==> src/eoc_pkg.sv <==
// constants, types and helpers of the encoder output configuration block
// assumes a 125 MHz clk and classic wishbone register access
`default_nettype none

package eoc_pkg;

    // ------------------------------------------------------------
    // register map (byte addresses on a 32-bit wishbone)
    // ------------------------------------------------------------
    localparam int unsigned ADR_W    = 4;
    localparam logic [3:0]  REG_CTRL = 4'h0;  // direction, width, level, speed
    localparam logic [3:0]  REG_RES  = 4'h4;  // pulses per revolution
    localparam logic [3:0]  REG_IDX  = 4'h8;  // stored index angle
    localparam logic [3:0]  REG_STAT = 4'hC;  // live state, read only

    // ------------------------------------------------------------
    // control field positions
    // ------------------------------------------------------------
    localparam int unsigned CTRL_DIR  = 0;    // 1: count up for ccw
    localparam int unsigned CTRL_WIDE = 1;    // 1: half-cycle index
    localparam int unsigned CTRL_LVL  = 2;    // 1: fixed logic level
    localparam int unsigned CTRL_SPD  = 4;    // two-bit speed option
    localparam int unsigned CTRL_SET  = 8;    // write 1: capture index
    localparam int unsigned STAT_REV  = 0;    // effective reversal
    localparam int unsigned STAT_PIN  = 1;    // filtered direction pin
    localparam int unsigned STAT_SPD  = 2;    // speed option in force

    // ------------------------------------------------------------
    // widths and limits
    // ------------------------------------------------------------
    localparam int unsigned ANGLE_W = 18;     // shaft angle, one rev
    localparam int unsigned RES_W   = 17;     // resolution field
    localparam int unsigned PROD_W  = ANGLE_W + RES_W;
    localparam int unsigned PIN_W   = 3;      // dir, index set, button
    localparam logic [RES_W-1:0] RES_MIN = 17'h00001;
    localparam logic [RES_W-1:0] RES_MAX = 17'h10000;
    localparam logic [RES_W-1:0] RES_RST = 17'h00400;

    // ------------------------------------------------------------
    // speed options and counting-frequency ceiling
    // ------------------------------------------------------------
    typedef enum logic [1:0] {SPD_LOW, SPD_MID, SPD_HIGH} eoc_speed_e;
    localparam logic [31:0] RPM_LOW   = 32'd2250;
    localparam logic [31:0] RPM_MID   = 32'd4500;
    localparam logic [31:0] RPM_HIGH  = 32'd9000;
    localparam logic [31:0] FMAX_KHZ  = 32'd500;
    localparam logic [31:0] KHZ_MIN   = 32'd60000;  // rpm*ppr per khz
    localparam logic [31:0] FMAX_PROD = FMAX_KHZ * KHZ_MIN;

    // ------------------------------------------------------------
    // carriers
    // ------------------------------------------------------------
    typedef struct packed {
        logic dir_ccw;
        logic idx_wide;
        logic lvl_fixed;
        eoc_speed_e speed;
    } eoc_ctrl_s;

    typedef struct packed {
        logic a;
        logic b;
        logic z;
    } eoc_quad_s;

    localparam eoc_ctrl_s CTRL_RST = '{1'b0, 1'b0, 1'b0, SPD_HIGH};

    // rpm of a speed option
    function automatic logic [31:0] rpm_of(input eoc_speed_e s);
        case (s)
            SPD_LOW: rpm_of = RPM_LOW;
            SPD_MID: rpm_of = RPM_MID;
            default: rpm_of = RPM_HIGH;
        endcase
    endfunction

    // option usable when its counting frequency stays at or under the ceiling
    function automatic logic spd_ok(input eoc_speed_e s,
                                    input logic [RES_W-1:0] r);
        logic [48:0] p;
        p = rpm_of(s) * r;
        spd_ok = (p <= {17'h00000, FMAX_PROD});
    endfunction

endpackage

`default_nettype wire

==> src/eoc_pin_sync.sv <==
// three-flop filter for the asynchronous pins of the block
// assumes pins may change at any time; output moves when ff2 and ff3 agree
`default_nettype none
`timescale 1ns/10ps

module eoc_pin_sync
    import eoc_pkg::*;
(
    // clock and reset
    input  wire logic              clk,
    input  wire logic              srst,
    // raw pins and filtered levels
    input  wire logic [PIN_W-1:0]  pin_raw,
    output logic      [PIN_W-1:0]  pin_level
);

    // ------------------------------------------------------------
    // state
    // ------------------------------------------------------------
    typedef struct packed {
        logic [PIN_W-1:0] ff1;     // metastable stage, read by ff2 only
        logic [PIN_W-1:0] ff2;
        logic [PIN_W-1:0] ff3;
        logic [PIN_W-1:0] level;   // accepted level
    } eoc_sync_s;

    eoc_sync_s st_q;
    eoc_sync_s st_d;
    logic [PIN_W-1:0] agree;       // ff2 and ff3 match

    // next state: a change counts once two stages agree
    always_comb
    begin
        st_d     = st_q;
        agree    = ~(st_q.ff2 ^ st_q.ff3);
        st_d.ff1 = pin_raw;
        st_d.ff2 = st_q.ff1;
        st_d.ff3 = st_q.ff2;
        st_d.level = (agree & st_q.ff3) | (~agree & st_q.level);
    end

    // registers
    always_ff @(posedge clk)
    begin
        if (srst)
            st_q <= '0;
        else
            st_q <= st_d;
    end

    assign pin_level = st_q.level;

endmodule // eoc_pin_sync

`default_nettype wire

==> src/eoc_quad_gen.sv <==
// quadrature and index shaping from shaft angle and resolution
// assumes the shaft angle comes from sensor logic on the same clock
`default_nettype none
`timescale 1ns/10ps

module eoc_quad_gen
    import eoc_pkg::*;
(
    // clock and reset
    input  wire logic                clk,
    input  wire logic                srst,
    // settings
    input  wire logic [ANGLE_W-1:0]  shaft_angle,
    input  wire logic [RES_W-1:0]    res,
    input  wire logic [ANGLE_W-1:0]  idx_pos,
    input  wire logic                idx_wide,
    input  wire logic                reverse,
    // shaped channels, true and inverted
    output eoc_pkg::eoc_quad_s       quad_q,
    output eoc_pkg::eoc_quad_s       quad_n_q
);

    // ------------------------------------------------------------
    // state
    // ------------------------------------------------------------
    typedef struct packed {
        eoc_quad_s q;
        eoc_quad_s n;
    } eoc_qg_s;

    eoc_qg_s st_q;
    eoc_qg_s st_d;
    logic [PROD_W-1:0] pos_prod;   // angle scaled by pulses per rev
    logic [PROD_W-1:0] idx_prod;   // index angle scaled the same way
    logic [1:0]        phase;      // quarter of the electrical cycle
    logic              ch_a;
    logic              ch_b;
    logic              in_cycle;   // inside the index cycle
    logic              gate;

    // shaping: phase 1,2 give a; 2,3 give b, so a leads b going cw
    always_comb
    begin
        st_d     = st_q;
        pos_prod = shaft_angle * res;
        idx_prod = idx_pos * res;
        phase    = pos_prod[ANGLE_W-1 -: 2];
        ch_a     = phase[0] ^ phase[1];
        ch_b     = phase[1];
        in_cycle = pos_prod[PROD_W-1:ANGLE_W] == idx_prod[PROD_W-1:ANGLE_W];
        st_d.q.a = reverse ? ch_b : ch_a;
        st_d.q.b = reverse ? ch_a : ch_b;
        // narrow: where a and b are both high; wide: wherever a is high
        gate     = idx_wide ? st_d.q.a : (ch_a & ch_b);
        st_d.q.z = in_cycle & gate;
        st_d.n   = ~st_d.q;
    end

    // registers
    always_ff @(posedge clk)
    begin
        if (srst)
            st_q <= '{3'h0, 3'h7};
        else
            st_q <= st_d;
    end

    assign quad_q   = st_q.q;
    assign quad_n_q = st_q.n;

endmodule // eoc_quad_gen

`default_nettype wire

==> src/eoc_encoder_output_config.sv <==
// top of the encoder output configuration block: wishbone registers,
// direction resolution, index capture, speed limiting and output shaping
// assumes a same-clock shaft angle and asynchronous pins and button
//
// Local design decisions: the placing of the registers and register access over Wishbone.
`default_nettype none
`timescale 1ns/10ps

module eoc_encoder_output_config
    import eoc_pkg::*;
(
    // clock and reset
    input  wire logic                 clk,
    input  wire logic                 srst,
    // wishbone slave
    input  wire logic [ADR_W-1:0]     wb_adr_i,
    input  wire logic [31:0]          wb_dat_i,
    input  wire logic [3:0]           wb_sel_i,
    input  wire logic                 wb_we_i,
    input  wire logic                 wb_cyc_i,
    input  wire logic                 wb_stb_i,
    output logic [31:0]               wb_dat_o,
    output logic                      wb_ack_o,
    // shaft sensor
    input  wire logic [ANGLE_W-1:0]   shaft_angle,
    // asynchronous pins
    input  wire logic                 dir_pin,
    input  wire logic                 idx_set_pin,
    input  wire logic                 idx_button,
    // encoder outputs
    output eoc_pkg::eoc_quad_s        quadrature_and_index_outputs,
    output eoc_pkg::eoc_quad_s        inverted_quadrature_and_index_outputs,
    output logic                      out_level_fixed,
    output eoc_pkg::eoc_speed_e       speed_sel,
    output logic                      count_reverse
);

    // ------------------------------------------------------------
    // state
    // ------------------------------------------------------------
    typedef struct packed {
        logic              ack;        // one-cycle wishbone answer
        logic [31:0]       dat;        // registered read data
        eoc_ctrl_s         ctrl;       // software settings
        logic [RES_W-1:0]  res;        // clamped pulses per rev
        logic [ANGLE_W-1:0] idx_pos;   // captured index angle
        logic [1:0]        req_prev;   // last pin and button levels
        logic              reverse;    // effective count reversal
        eoc_speed_e        speed_eff;  // option actually in force
    } eoc_top_s;

    eoc_top_s st_q;
    eoc_top_s st_d;

    // filtered pins: [0] direction, [1] index pin, [2] button
    logic [PIN_W-1:0] pin_lvl;

    // helpers
    logic        req;              // wishbone access in this cycle
    logic        wr;               // write taken this cycle
    logic [31:0] ctrl_word;        // control register as read
    logic [31:0] stat_word;        // status register as read
    logic [31:0] merged;           // write data merged by byte lanes
    logic [31:0] cur_word;         // addressed register before write
    logic        set_cmd;          // software index capture
    logic        set_hw;           // pin or button index capture
    logic [1:0]  req_now;          // current pin and button levels

    // ------------------------------------------------------------
    // decode helpers
    // ------------------------------------------------------------

    // control register as seen by software
    function automatic logic [31:0] ctrl_to_word(input eoc_ctrl_s c);
        logic [31:0] w;
        w = 32'h0000_0000;
        w[CTRL_DIR]  = c.dir_ccw;
        w[CTRL_WIDE] = c.idx_wide;
        w[CTRL_LVL]  = c.lvl_fixed;
        w[CTRL_SPD +: 2] = c.speed;
        ctrl_to_word = w;
    endfunction

    // byte-lane merge of write data over the old register value
    function automatic logic [31:0] lane_merge(input logic [31:0] old_w,
                                               input logic [31:0] new_w,
                                               input logic [3:0]  sel);
        logic [31:0] m;
        m = old_w;
        for (int i = 0; i < 4; i++)
        begin
            if (sel[i])
                m[8*i +: 8] = new_w[8*i +: 8];
        end
        lane_merge = m;
    endfunction

    // clamp a resolution request into range
    function automatic logic [RES_W-1:0] res_clamp(input logic [31:0] w);
        if (w < {15'h0000, RES_MIN})
            res_clamp = RES_MIN;
        else if (w > {15'h0000, RES_MAX})
            res_clamp = RES_MAX;
        else
            res_clamp = w[RES_W-1:0];
    endfunction

    // largest usable option not above the requested one
    function automatic eoc_speed_e spd_limit(input eoc_speed_e s,
                                             input logic [RES_W-1:0] r);
        eoc_speed_e e;
        e = s;
        if (e == SPD_HIGH && !spd_ok(SPD_HIGH, r))
            e = SPD_MID;
        if (e == SPD_MID && !spd_ok(SPD_MID, r))
            e = SPD_LOW;
        // the lowest option stays usable: a hard floor keeps the
        // outputs alive even if the ceiling is set absurdly low
        spd_limit = e;
    endfunction

    // ------------------------------------------------------------
    // submodules
    // ------------------------------------------------------------

    // pins and the button are not on clk, so they pass the filter
    eoc_pin_sync u_sync
    (
        .clk       (clk),
        .srst      (srst),
        .pin_raw   ({idx_button, idx_set_pin, dir_pin}),
        .pin_level (pin_lvl)
    );

    // channel shaping runs from the registered settings only
    eoc_quad_gen u_quad
    (
        .clk         (clk),
        .srst        (srst),
        .shaft_angle (shaft_angle),
        .res         (st_q.res),
        .idx_pos     (st_q.idx_pos),
        .idx_wide    (st_q.ctrl.idx_wide),
        .reverse     (st_q.reverse),
        .quad_q      (quadrature_and_index_outputs),
        .quad_n_q    (inverted_quadrature_and_index_outputs)
    );

    // ------------------------------------------------------------
    // next state
    // ------------------------------------------------------------

    // bus answer, register writes, index capture, derived settings
    always_comb
    begin
        st_d = st_q;

        // read views of the registers
        ctrl_word = ctrl_to_word(st_q.ctrl);
        stat_word = 32'h0000_0000;
        stat_word[STAT_REV] = st_q.reverse;
        stat_word[STAT_PIN] = pin_lvl[0];
        stat_word[STAT_SPD +: 2] = st_q.speed_eff;

        // ack lasts one cycle; cyc/stb still high after it is taken as the next request
        req = wb_cyc_i & wb_stb_i & ~st_q.ack;
        wr  = req & wb_we_i;
        st_d.ack = req;

        // addressed register, unmapped reads as zero
        case (wb_adr_i)
            REG_CTRL: cur_word = ctrl_word;
            REG_RES:  cur_word = {15'h0000, st_q.res};
            REG_IDX:  cur_word = {14'h0000, st_q.idx_pos};
            REG_STAT: cur_word = stat_word;
            default:  cur_word = 32'h0000_0000;
        endcase
        merged = lane_merge(cur_word, wb_dat_i, wb_sel_i);

        // read data registered with the answer
        if (req)
            st_d.dat = cur_word;
        else
            st_d.dat = 32'h0000_0000;

        // writes; status, index and unmapped are read only
        set_cmd = 1'b0;
        if (wr)
        begin
            case (wb_adr_i)
                REG_CTRL:
                begin
                    st_d.ctrl.dir_ccw   = merged[CTRL_DIR];
                    st_d.ctrl.idx_wide  = merged[CTRL_WIDE];
                    st_d.ctrl.lvl_fixed = merged[CTRL_LVL];
                    // code three is not an option; keep the old one
                    if (merged[CTRL_SPD +: 2] != 2'h3)
                        st_d.ctrl.speed =
                            eoc_speed_e'(merged[CTRL_SPD +: 2]);
                    set_cmd = merged[CTRL_SET] & wb_sel_i[1];
                end
                REG_RES:
                    st_d.res = res_clamp(merged);
                default:
                begin
                    // ignored write, answered normally
                end
            endcase
        end

        // rising edges of the filtered index pin and button
        req_now = pin_lvl[2:1];
        st_d.req_prev = req_now;
        set_hw = |(req_now & ~st_q.req_prev);

        // capture the angle as it stands; a moving shaft gives a
        // smeared position, so the operator stops the axis first
        if (set_cmd || set_hw)
            st_d.idx_pos = shaft_angle;

        // pin low keeps the stored sense, pin high inverts it
        st_d.reverse = st_d.ctrl.dir_ccw ^ pin_lvl[0];

        // speed option follows the latest resolution
        st_d.speed_eff = spd_limit(st_d.ctrl.speed, st_d.res);
    end

    // ------------------------------------------------------------
    // registers
    // ------------------------------------------------------------

    // every setting returns to its default on reset
    always_ff @(posedge clk)
    begin
        if (srst)
        begin
            st_q.ack       <= 1'b0;
            st_q.dat       <= 32'h0000_0000;
            st_q.ctrl      <= CTRL_RST;
            st_q.res       <= RES_RST;
            st_q.idx_pos   <= '0;
            st_q.req_prev  <= 2'h0;
            st_q.reverse   <= 1'b0;
            st_q.speed_eff <= SPD_HIGH;
        end
        else
        begin
            st_q <= st_d;
        end
    end

    // ------------------------------------------------------------
    // outputs, each straight from a flop
    // ------------------------------------------------------------
    assign wb_ack_o        = st_q.ack;
    assign wb_dat_o        = st_q.dat;
    assign out_level_fixed = st_q.ctrl.lvl_fixed;
    assign speed_sel       = st_q.speed_eff;
    assign count_reverse   = st_q.reverse;

endmodule // eoc_encoder_output_config

`default_nettype wire

==> config.mk <==
export PLATFORM = sky130hd
export DESIGN_NAME = eoc_encoder_output_config
export DESIGN_NICKNAME = d
export VERILOG_FILES = /design/src/eoc_pkg.sv /design/src/eoc_pin_sync.sv /design/src/eoc_quad_gen.sv /design/src/eoc_encoder_output_config.sv
export SDC_FILE = /design/constraint.sdc
export NUM_CORES = 2
export LEC_CHECK = 0
export BUFFER_PORTS_ARGS = -buffer_cell sky130_fd_sc_hd__buf_2
export CELL_PAD_IN_SITES_DETAIL_PLACEMENT = 1
export CELL_PAD_IN_SITES_GLOBAL_PLACEMENT = 1
export CORE_ASPECT_RATIO = 0.9
export CORE_MARGIN = 5
export CORE_UTILIZATION = 45
export DETAILED_ROUTE_END_ITERATION = 12
export PLACE_DENSITY = 0.88
export SLEW_MARGIN = 20
export SYNTH_ARGS = -nofsm -noshare
export SYNTH_HDL_FRONTEND = slang
export SYNTH_SLANG_ARGS = --single-unit
export TNS_END_PERCENT = 1
==> constraint.sdc <==
create_clock -name clk -period 17.9 [get_ports clk]
set_clock_uncertainty 0.05 [all_clocks]
set_input_delay 0.895 -clock clk [delete_from_list [all_inputs] [get_ports clk]]
set_output_delay 0.895 -clock clk [all_outputs]
set_load 0.1 [all_outputs]
* After elaboration in Yosys (flattened, before gate mapping) *
Cells that the tools add are included.

storage, ports and cells
  register bits after elaboration = 96
  output and inout port bits = 43
  logic and storage cells = 84

operators by class
  equality and inequality tests = 7
  $mul = 4
  mux-type cells = 18
  order comparisons = 4
  reduce and logical (&&, ||, !) cells = 10
  bitwise operators = 19

operators by type and width
  operator                                                         count
  case mux 18 bit (4 select lines)                                 1
  multiplier 18 x 17 -> 35 bit                                     2
  multiplier 11 x 17 -> 28 bit, first input constant               2
  2-to-1 mux 17 bit                                                3
  greater-than comparator 32 x 17 -> 1 bit, second input constant  1
  less-than comparator 32 x 1 -> 1 bit, second input constant      1
  2-to-1 mux 8 bit                                                 4
  <= comparator 31 x 25 -> 1 bit, second input constant            1
  <= comparator 30 x 25 -> 1 bit, second input constant            1
  2-to-1 mux 22 bit                                                1
  equality test 17 bit                                             1
  NOT 3 bit                                                        3
  equality test 4 bit, second input constant                       2
  AND 1 bit                                                        6
  AND 3 bit                                                        2
  2-to-1 mux 2 bit                                                 3
  OR reduction 2 bit                                               3
  2-to-1 mux 1 bit                                                 5
  2-to-1 mux 5 bit                                                 1
  equality test 4 x 3 -> 1 bit, second input constant              1
  zero test 4 bit                                                  1
  bitwise OR 3 bit                                                 1
  XOR 3 bit                                                        1
  AND 2 bit                                                        1
  10 further kinds                                                 14

* Logic depth before layout (Yosys ltp) *
  depth in word-level cells = 16
  gate-level depth with buffers = 37
  depth with buffers taken out = 32

* Modules after synthesis *
From an unflattened synthesis, not the netlist that was laid out.

unflattened totals
  cell total of the unflattened synthesis = 3033
  area, all modules = 26850.8 um^2

by module, submodules not included
  module                     cells an instance  area an instance (um^2)  instances
  eoc_quad_gen               2284               20085.5                  1
  eoc_encoder_output_config  715                6354.8                   1
  eoc_pin_sync               34                 410.4                    1

* Worst setup path after synthesis *
Ideal clock, no wire load.

  path kind = input-to-reg
  from = in wb_adr_i[2]
  to = reg st_q, in the netlist speed_sel[0]
  setup time = 58 ps
  path slack = 9491 ps
  buffers on the path = 3
  stages = 34
  data arrival time = 8300 ps
  cells stage by stage = buf_6 -> mux4_2 -> nand2_2 -> nor2_2 -> a21oi_4 -> inv_1 -> or4_1 -> nor3_2 -> xnor2_1 -> or3_1 -> buf_6 -> buf_6 -> o21ai_1 -> ha_1 -> ha_1 -> inv_1 -> fa_1 -> inv_1 -> fa_1 -> inv_1 -> fa_1 -> inv_1 -> ha_1 -> a21oi_1 -> nor2_1 -> a21oi_1 -> a31oi_1 -> a211oi_1 -> nand2_1 -> or4_1 -> nand3_1 -> nand4_1 -> a2111oi_0 -> a21o_1

RTL lines
  what                    line                              source
  start: declaration      eoc_encoder_output_config.sv:16   input wire logic [ADR_W-1:0] wb_adr_i,
  end signal: assignment  eoc_encoder_output_config.sv:248  st_q <= st_d;
  end: declaration        eoc_encoder_output_config.sv:52   eoc_top_s st_q;

==> impl_metrics.prom <==
# TYPE chip_impl_metric gauge
chip_impl_info{name="run_status",value="finished clean"} 1
chip_impl_metric{name="post_drt_via_cell_ratio",unit=""} 5.64
chip_impl_metric{name="post_synth_inst_count",unit=""} 3023
chip_impl_metric{name="final_hold_slack",unit="ns"} 0.396
chip_impl_info{name="cp_common_cell",value="sky130_fd_sc_hd__inv_1"} 1
chip_impl_metric{name="detail_route.first_pass.iterations",unit=""} 7
chip_impl_metric{name="die_width",unit="µm"} 266
chip_impl_info{name="startpoint_type",value="input pin"} 1
chip_impl_metric{name="vias",unit=""} 21400
chip_impl_metric{name="ys_seq_area_frac",unit=""} 0.0620
chip_impl_metric{name="cts-hold-fix-buffers",unit=""} 0
chip_impl_metric{name="core",unit="µm²"} 58300
chip_impl_metric{name="insertion_delay",unit="ns"} 0.38
chip_impl_metric{name="grt-ovfl-total",unit=""} 0
chip_impl_metric{name="number_of_sinks_handled_by_clock_tree_synthesis",unit=""} 82
chip_impl_metric{name="cpPeakStageDelay",unit="ns"} 0.94
chip_impl_metric{name="grt_pass1_wl",unit="µm"} 138000
chip_impl_info{name="endpoint_kind",value="flop"} 1
chip_impl_info{name="cts_tree",value="yes"} 1
chip_impl_metric{name="grt_start_max_net_pins",unit=""} 56
chip_impl_metric{name="post-cts-setup-buffers",unit=""} 0
chip_impl_metric{name="cts_inserted_buffers",unit=""} 9
chip_impl_info{name="dominantRegCellSynth",value="sky130_fd_sc_hd__dfxtp_1"} 1
chip_impl_metric{name="dpl_wire_length",unit="µm"} 64200
chip_impl_metric{name="worst_slew_margin_rel",unit=""} 0.227
chip_impl_metric{name="layoutNonFillerInstCount",unit=""} 3785
chip_impl_info{name="grt_most_used_layer",value="met2"} 1
chip_impl_metric{name="grt_antenna_before_repair",unit=""} 2
chip_impl_metric{name="postRouteAntennaNets",unit=""} 0
chip_impl_info{name="grt_setup_unrepaired",value="no"} 1
chip_impl_metric{name="fillers",unit=""} 6895
chip_impl_metric{name="synth_edf_count",unit=""} 0
chip_impl_info{name="cts_root_buf",value="sky130_fd_sc_hd__clkbuf_16"} 1
chip_impl_metric{name="r2r_cells",unit=""} 32
chip_impl_metric{name="final_period_minus_worst_setup_slack",unit="ns"} 9.74
chip_impl_metric{name="totalNegativeSetupSlack",unit="ns"} 0
chip_impl_info{name="worstHoldPathType",value="flop to flop"} 1
chip_impl_metric{name="io_buffer_count",unit=""} 94
chip_impl_info{name="setup.worst_path.class",value="input pin to flop"} 1
chip_impl_metric{name="fin_nets",unit=""} 3895
chip_impl_metric{name="yosys_warnings",unit=""} 0
chip_impl_metric{name="floorplan.rows",unit=""} 84
chip_impl_metric{name="fp.dieH",unit="µm"} 240
chip_impl_metric{name="worst_ep_arrival_time",unit="ns"} 10.01
chip_impl_metric{name="setup_viol",unit=""} 0
chip_impl_metric{name="design_area",unit="µm²"} 27800
chip_impl_metric{name="placed_cells_incl_taps",unit=""} 3767
chip_impl_metric{name="ff_latch_count_synth",unit=""} 82
chip_impl_metric{name="dieArea",unit="µm²"} 63800
chip_impl_metric{name="path_clk_slew",unit="ns"} 0.08
chip_impl_metric{name="whs_path_depth",unit=""} 1
chip_impl_metric{name="tightestPinTransition",unit="ns"} 1.16
chip_impl_metric{name="maximum_vdd_drop",unit="mV"} 0.0471
chip_impl_metric{name="async_reset_ff_frac",unit=""} 0
chip_impl_metric{name="dpl-instance-area",unit="µm²"} 27500
chip_impl_metric{name="powerDensity",unit="nW/µm²"} 18.2
chip_impl_metric{name="p_leak",unit="µW"} 0.0137
chip_impl_metric{name="postLayoutCoreUtil",unit=""} 0.476
chip_impl_metric{name="worst-path-max-fanout",unit=""} 15
chip_impl_metric{name="grt_use_met1",unit=""} 0.336
chip_impl_metric{name="cts_max_path_buffers",unit=""} 2
chip_impl_metric{name="drt_iter0_drc",unit=""} 1466
chip_impl_metric{name="finalHoldViolCount",unit=""} 0
chip_impl_metric{name="post_cts.resized_instances",unit=""} 0
chip_impl_metric{name="gr-usage-met3",unit=""} 0.0487
chip_impl_metric{name="fraction_of_final_layout_cells_sized_beyond_drive_strength_1",unit=""} 0.0565
chip_impl_metric{name="achievable-frequency",unit="GHz"} 0.103
chip_impl_metric{name="syn_avg_cell_area",unit="µm²"} 8.76
chip_impl_metric{name="ctsHtreeMaxLevel",unit=""} 3
chip_impl_metric{name="area_overhead_of_the_layout_relative_to_synthesis",unit="%"} 4.88
chip_impl_metric{name="place_congestion",unit=""} 0.912
chip_impl_metric{name="initial_core_util",unit=""} 0.454
chip_impl_metric{name="worstPathRequired",unit="ns"} 18.17
chip_impl_metric{name="timing.final.max_slew_violations",unit=""} 0
chip_impl_metric{name="timing.final.crit_share",unit=""} 0.544
chip_impl_metric{name="post_synth_instance_area",unit="µm²"} 26500
chip_impl_metric{name="synth_cell_type_count",unit=""} 71
chip_impl_metric{name="drv_cap",unit=""} 0
chip_impl_metric{name="drcViolationCount",unit=""} 0
chip_impl_metric{name="groute.usage.overall",unit=""} 0.275
chip_impl_info{name="worst_path_max_delay_cell",value="sky130_fd_sc_hd__nor2b_1"} 1
chip_impl_metric{name="wl_per_cell",unit="µm"} 22.9
chip_impl_metric{name="first_global_vias",unit=""} 25200
chip_impl_metric{name="drt-total-wl",unit="µm"} 86500
chip_impl_metric{name="floorplan.io_pins",unit=""} 109
chip_impl_metric{name="groute.layer.met2.usage",unit=""} 0.478
## layout make-up
class                      instances  area, µm²  share of cell area
clock inverter                     7       81.3             0.00293
inverter                         653       2450              0.0883
clock buffer                       9        225             0.00811
antenna                            2       5.00            0.000180
tap                              774        968              0.0349
timing repair buffer             133        763              0.0275
sequential                        82       1640              0.0592
multi-input combinational       2125      21600               0.779
## layout by cell type, fill, tap and decap left out, drive strengths merged, types with 20 or more instances in the layout
master / n
nand2: 312
dfxtp: 82
and2: 376
a21o: 25
o21ai: 49
buf: 133
nor2: 100
nor2b: 31
ha: 315
xor2: 20
inv: 657
a21oi: 82
fa: 510
xnor2: 52
nor3: 25
mux2i: 22
## stage by stage
step / setup WS [ns] / power [µW]
after floorplan: 9.49 / 261
after global placement: 8.29 / 291
after detailed placement: 7.93 / 296
after CTS: 8.16 / 504
after global routing: 7.59 / 519
final: 8.16 / 505
## state kept, by name (all words and copies together) (netlist names), named ones only
signal and count:
st_q 37, wb_dat_o 18, u_sync.st_d 6, ctrl_word 4, u_quad.quad_n_q 3, u_quad.quad_q 3, u_sync.st_q 3, speed_sel 2
count_reverse 1, out_level_fixed 1, wb_ack_o 1
## worst max-delay path, delay by kind of cell
family	cells	cell delay, ns
xor gates and xnor gates	2	0.18
buffers and inverters	5	0.46
AOI/OAI and AO/OA	10	3.10
and+or+nand+nor	8	2.74
adders and majority gates	6	2.62
## logic make-up after synthesis
logic type	Yosys count	share of synthesized area
adders and majority gates	825	0.534
other	1	0.000142
and+or+nand+nor	921	0.178
buffers and inverters	829	0.123
AOI/OAI and AO/OA	267	0.0668
xor gates and xnor gates	72	0.0238
DFF	82	0.0620
muxes	26	0.0114
## power breakdown
group | internal (µW) | leakage, µW | switching, µW | total, µW
combinational | 28.7 | 0.0129 | 81.0 | 110
clock | 100 | 0.000150 | 110 | 210
sequential | 184 | 0.000665 | 1.40 | 186
## synthesized netlist by cell type, types with 4 or more instances
cell	n	area (µm²)
sky130_fd_sc_hd__inv_1	653	2450
sky130_fd_sc_hd__fa_1	510	10200
sky130_fd_sc_hd__and2_1	376	2350
sky130_fd_sc_hd__ha_1	315	3940
sky130_fd_sc_hd__nand2_1	311	1170
sky130_fd_sc_hd__clkbuf_1	132	495
sky130_fd_sc_hd__nor2_1	99	372
sky130_fd_sc_hd__dfxtp_1	82	1640
sky130_fd_sc_hd__a21oi_1	81	405
sky130_fd_sc_hd__xnor2_1	52	455
sky130_fd_sc_hd__o21ai_0	39	195
sky130_fd_sc_hd__buf_4	34	255
sky130_fd_sc_hd__nor2b_1	31	194
sky130_fd_sc_hd__a21o_1	25	188
sky130_fd_sc_hd__nor3_1	24	120
sky130_fd_sc_hd__mux2i_1	22	220
sky130_fd_sc_hd__xor2_1	20	175
sky130_fd_sc_hd__nand3_1	16	80.1
sky130_fd_sc_hd__nand4_1	12	75.1
sky130_fd_sc_hd__nor4_1	10	62.6
sky130_fd_sc_hd__o21a_1	10	75.1
sky130_fd_sc_hd__a31oi_1	9	56.3
sky130_fd_sc_hd__o31ai_1	9	67.6
sky130_fd_sc_hd__a211oi_1	8	60.1
sky130_fd_sc_hd__a22oi_1	8	60.1
sky130_fd_sc_hd__o211ai_1	8	60.1
sky130_fd_sc_hd__o21ai_1	7	35.0
sky130_fd_sc_hd__buf_1	6	22.5
sky130_fd_sc_hd__nand2b_1	6	37.5
sky130_fd_sc_hd__or3_1	6	37.5
sky130_fd_sc_hd__or4_1	6	45.0
sky130_fd_sc_hd__a22o_1	5	43.8
sky130_fd_sc_hd__and3_1	5	31.3
sky130_fd_sc_hd__and4_1	5	43.8
sky130_fd_sc_hd__o21bai_1	5	37.5
sky130_fd_sc_hd__a2111oi_0	4	35.0
sky130_fd_sc_hd__a21boi_0	4	30.0
sky130_fd_sc_hd__a311oi_1	4	35.0
sky130_fd_sc_hd__nand3b_1	4	30.0
sky130_fd_sc_hd__o2111ai_1	4	35.0
sky130_fd_sc_hd__o311ai_0	4	35.0
sky130_fd_sc_hd__or2_2	4	25.0
## final timing paths
check	from	to	slack, ns
worst max-delay path	wb_adr_i[3]	speed_sel[0]	8.16
worst min-delay path	u_sync.st_d[8]	u_sync.st_d[5]	0.40
worst max register to register	st_q[25]	speed_sel[0]	8.55
worst min register to register	u_sync.st_d[8]	u_sync.st_d[5]	0.40
## metal layers
| layer | part of all wire | vias up |
|---|---|---|
| met5 | 0.00017 | - |
| met4 | 0.054 | 4 |
| met3 | 0.071 | 362 |
| met2 | 0.49 | 922 |
| met1 | 0.38 | 11000 |
| li1 | - | 9097 |
(Power assumes the default switching activity.)
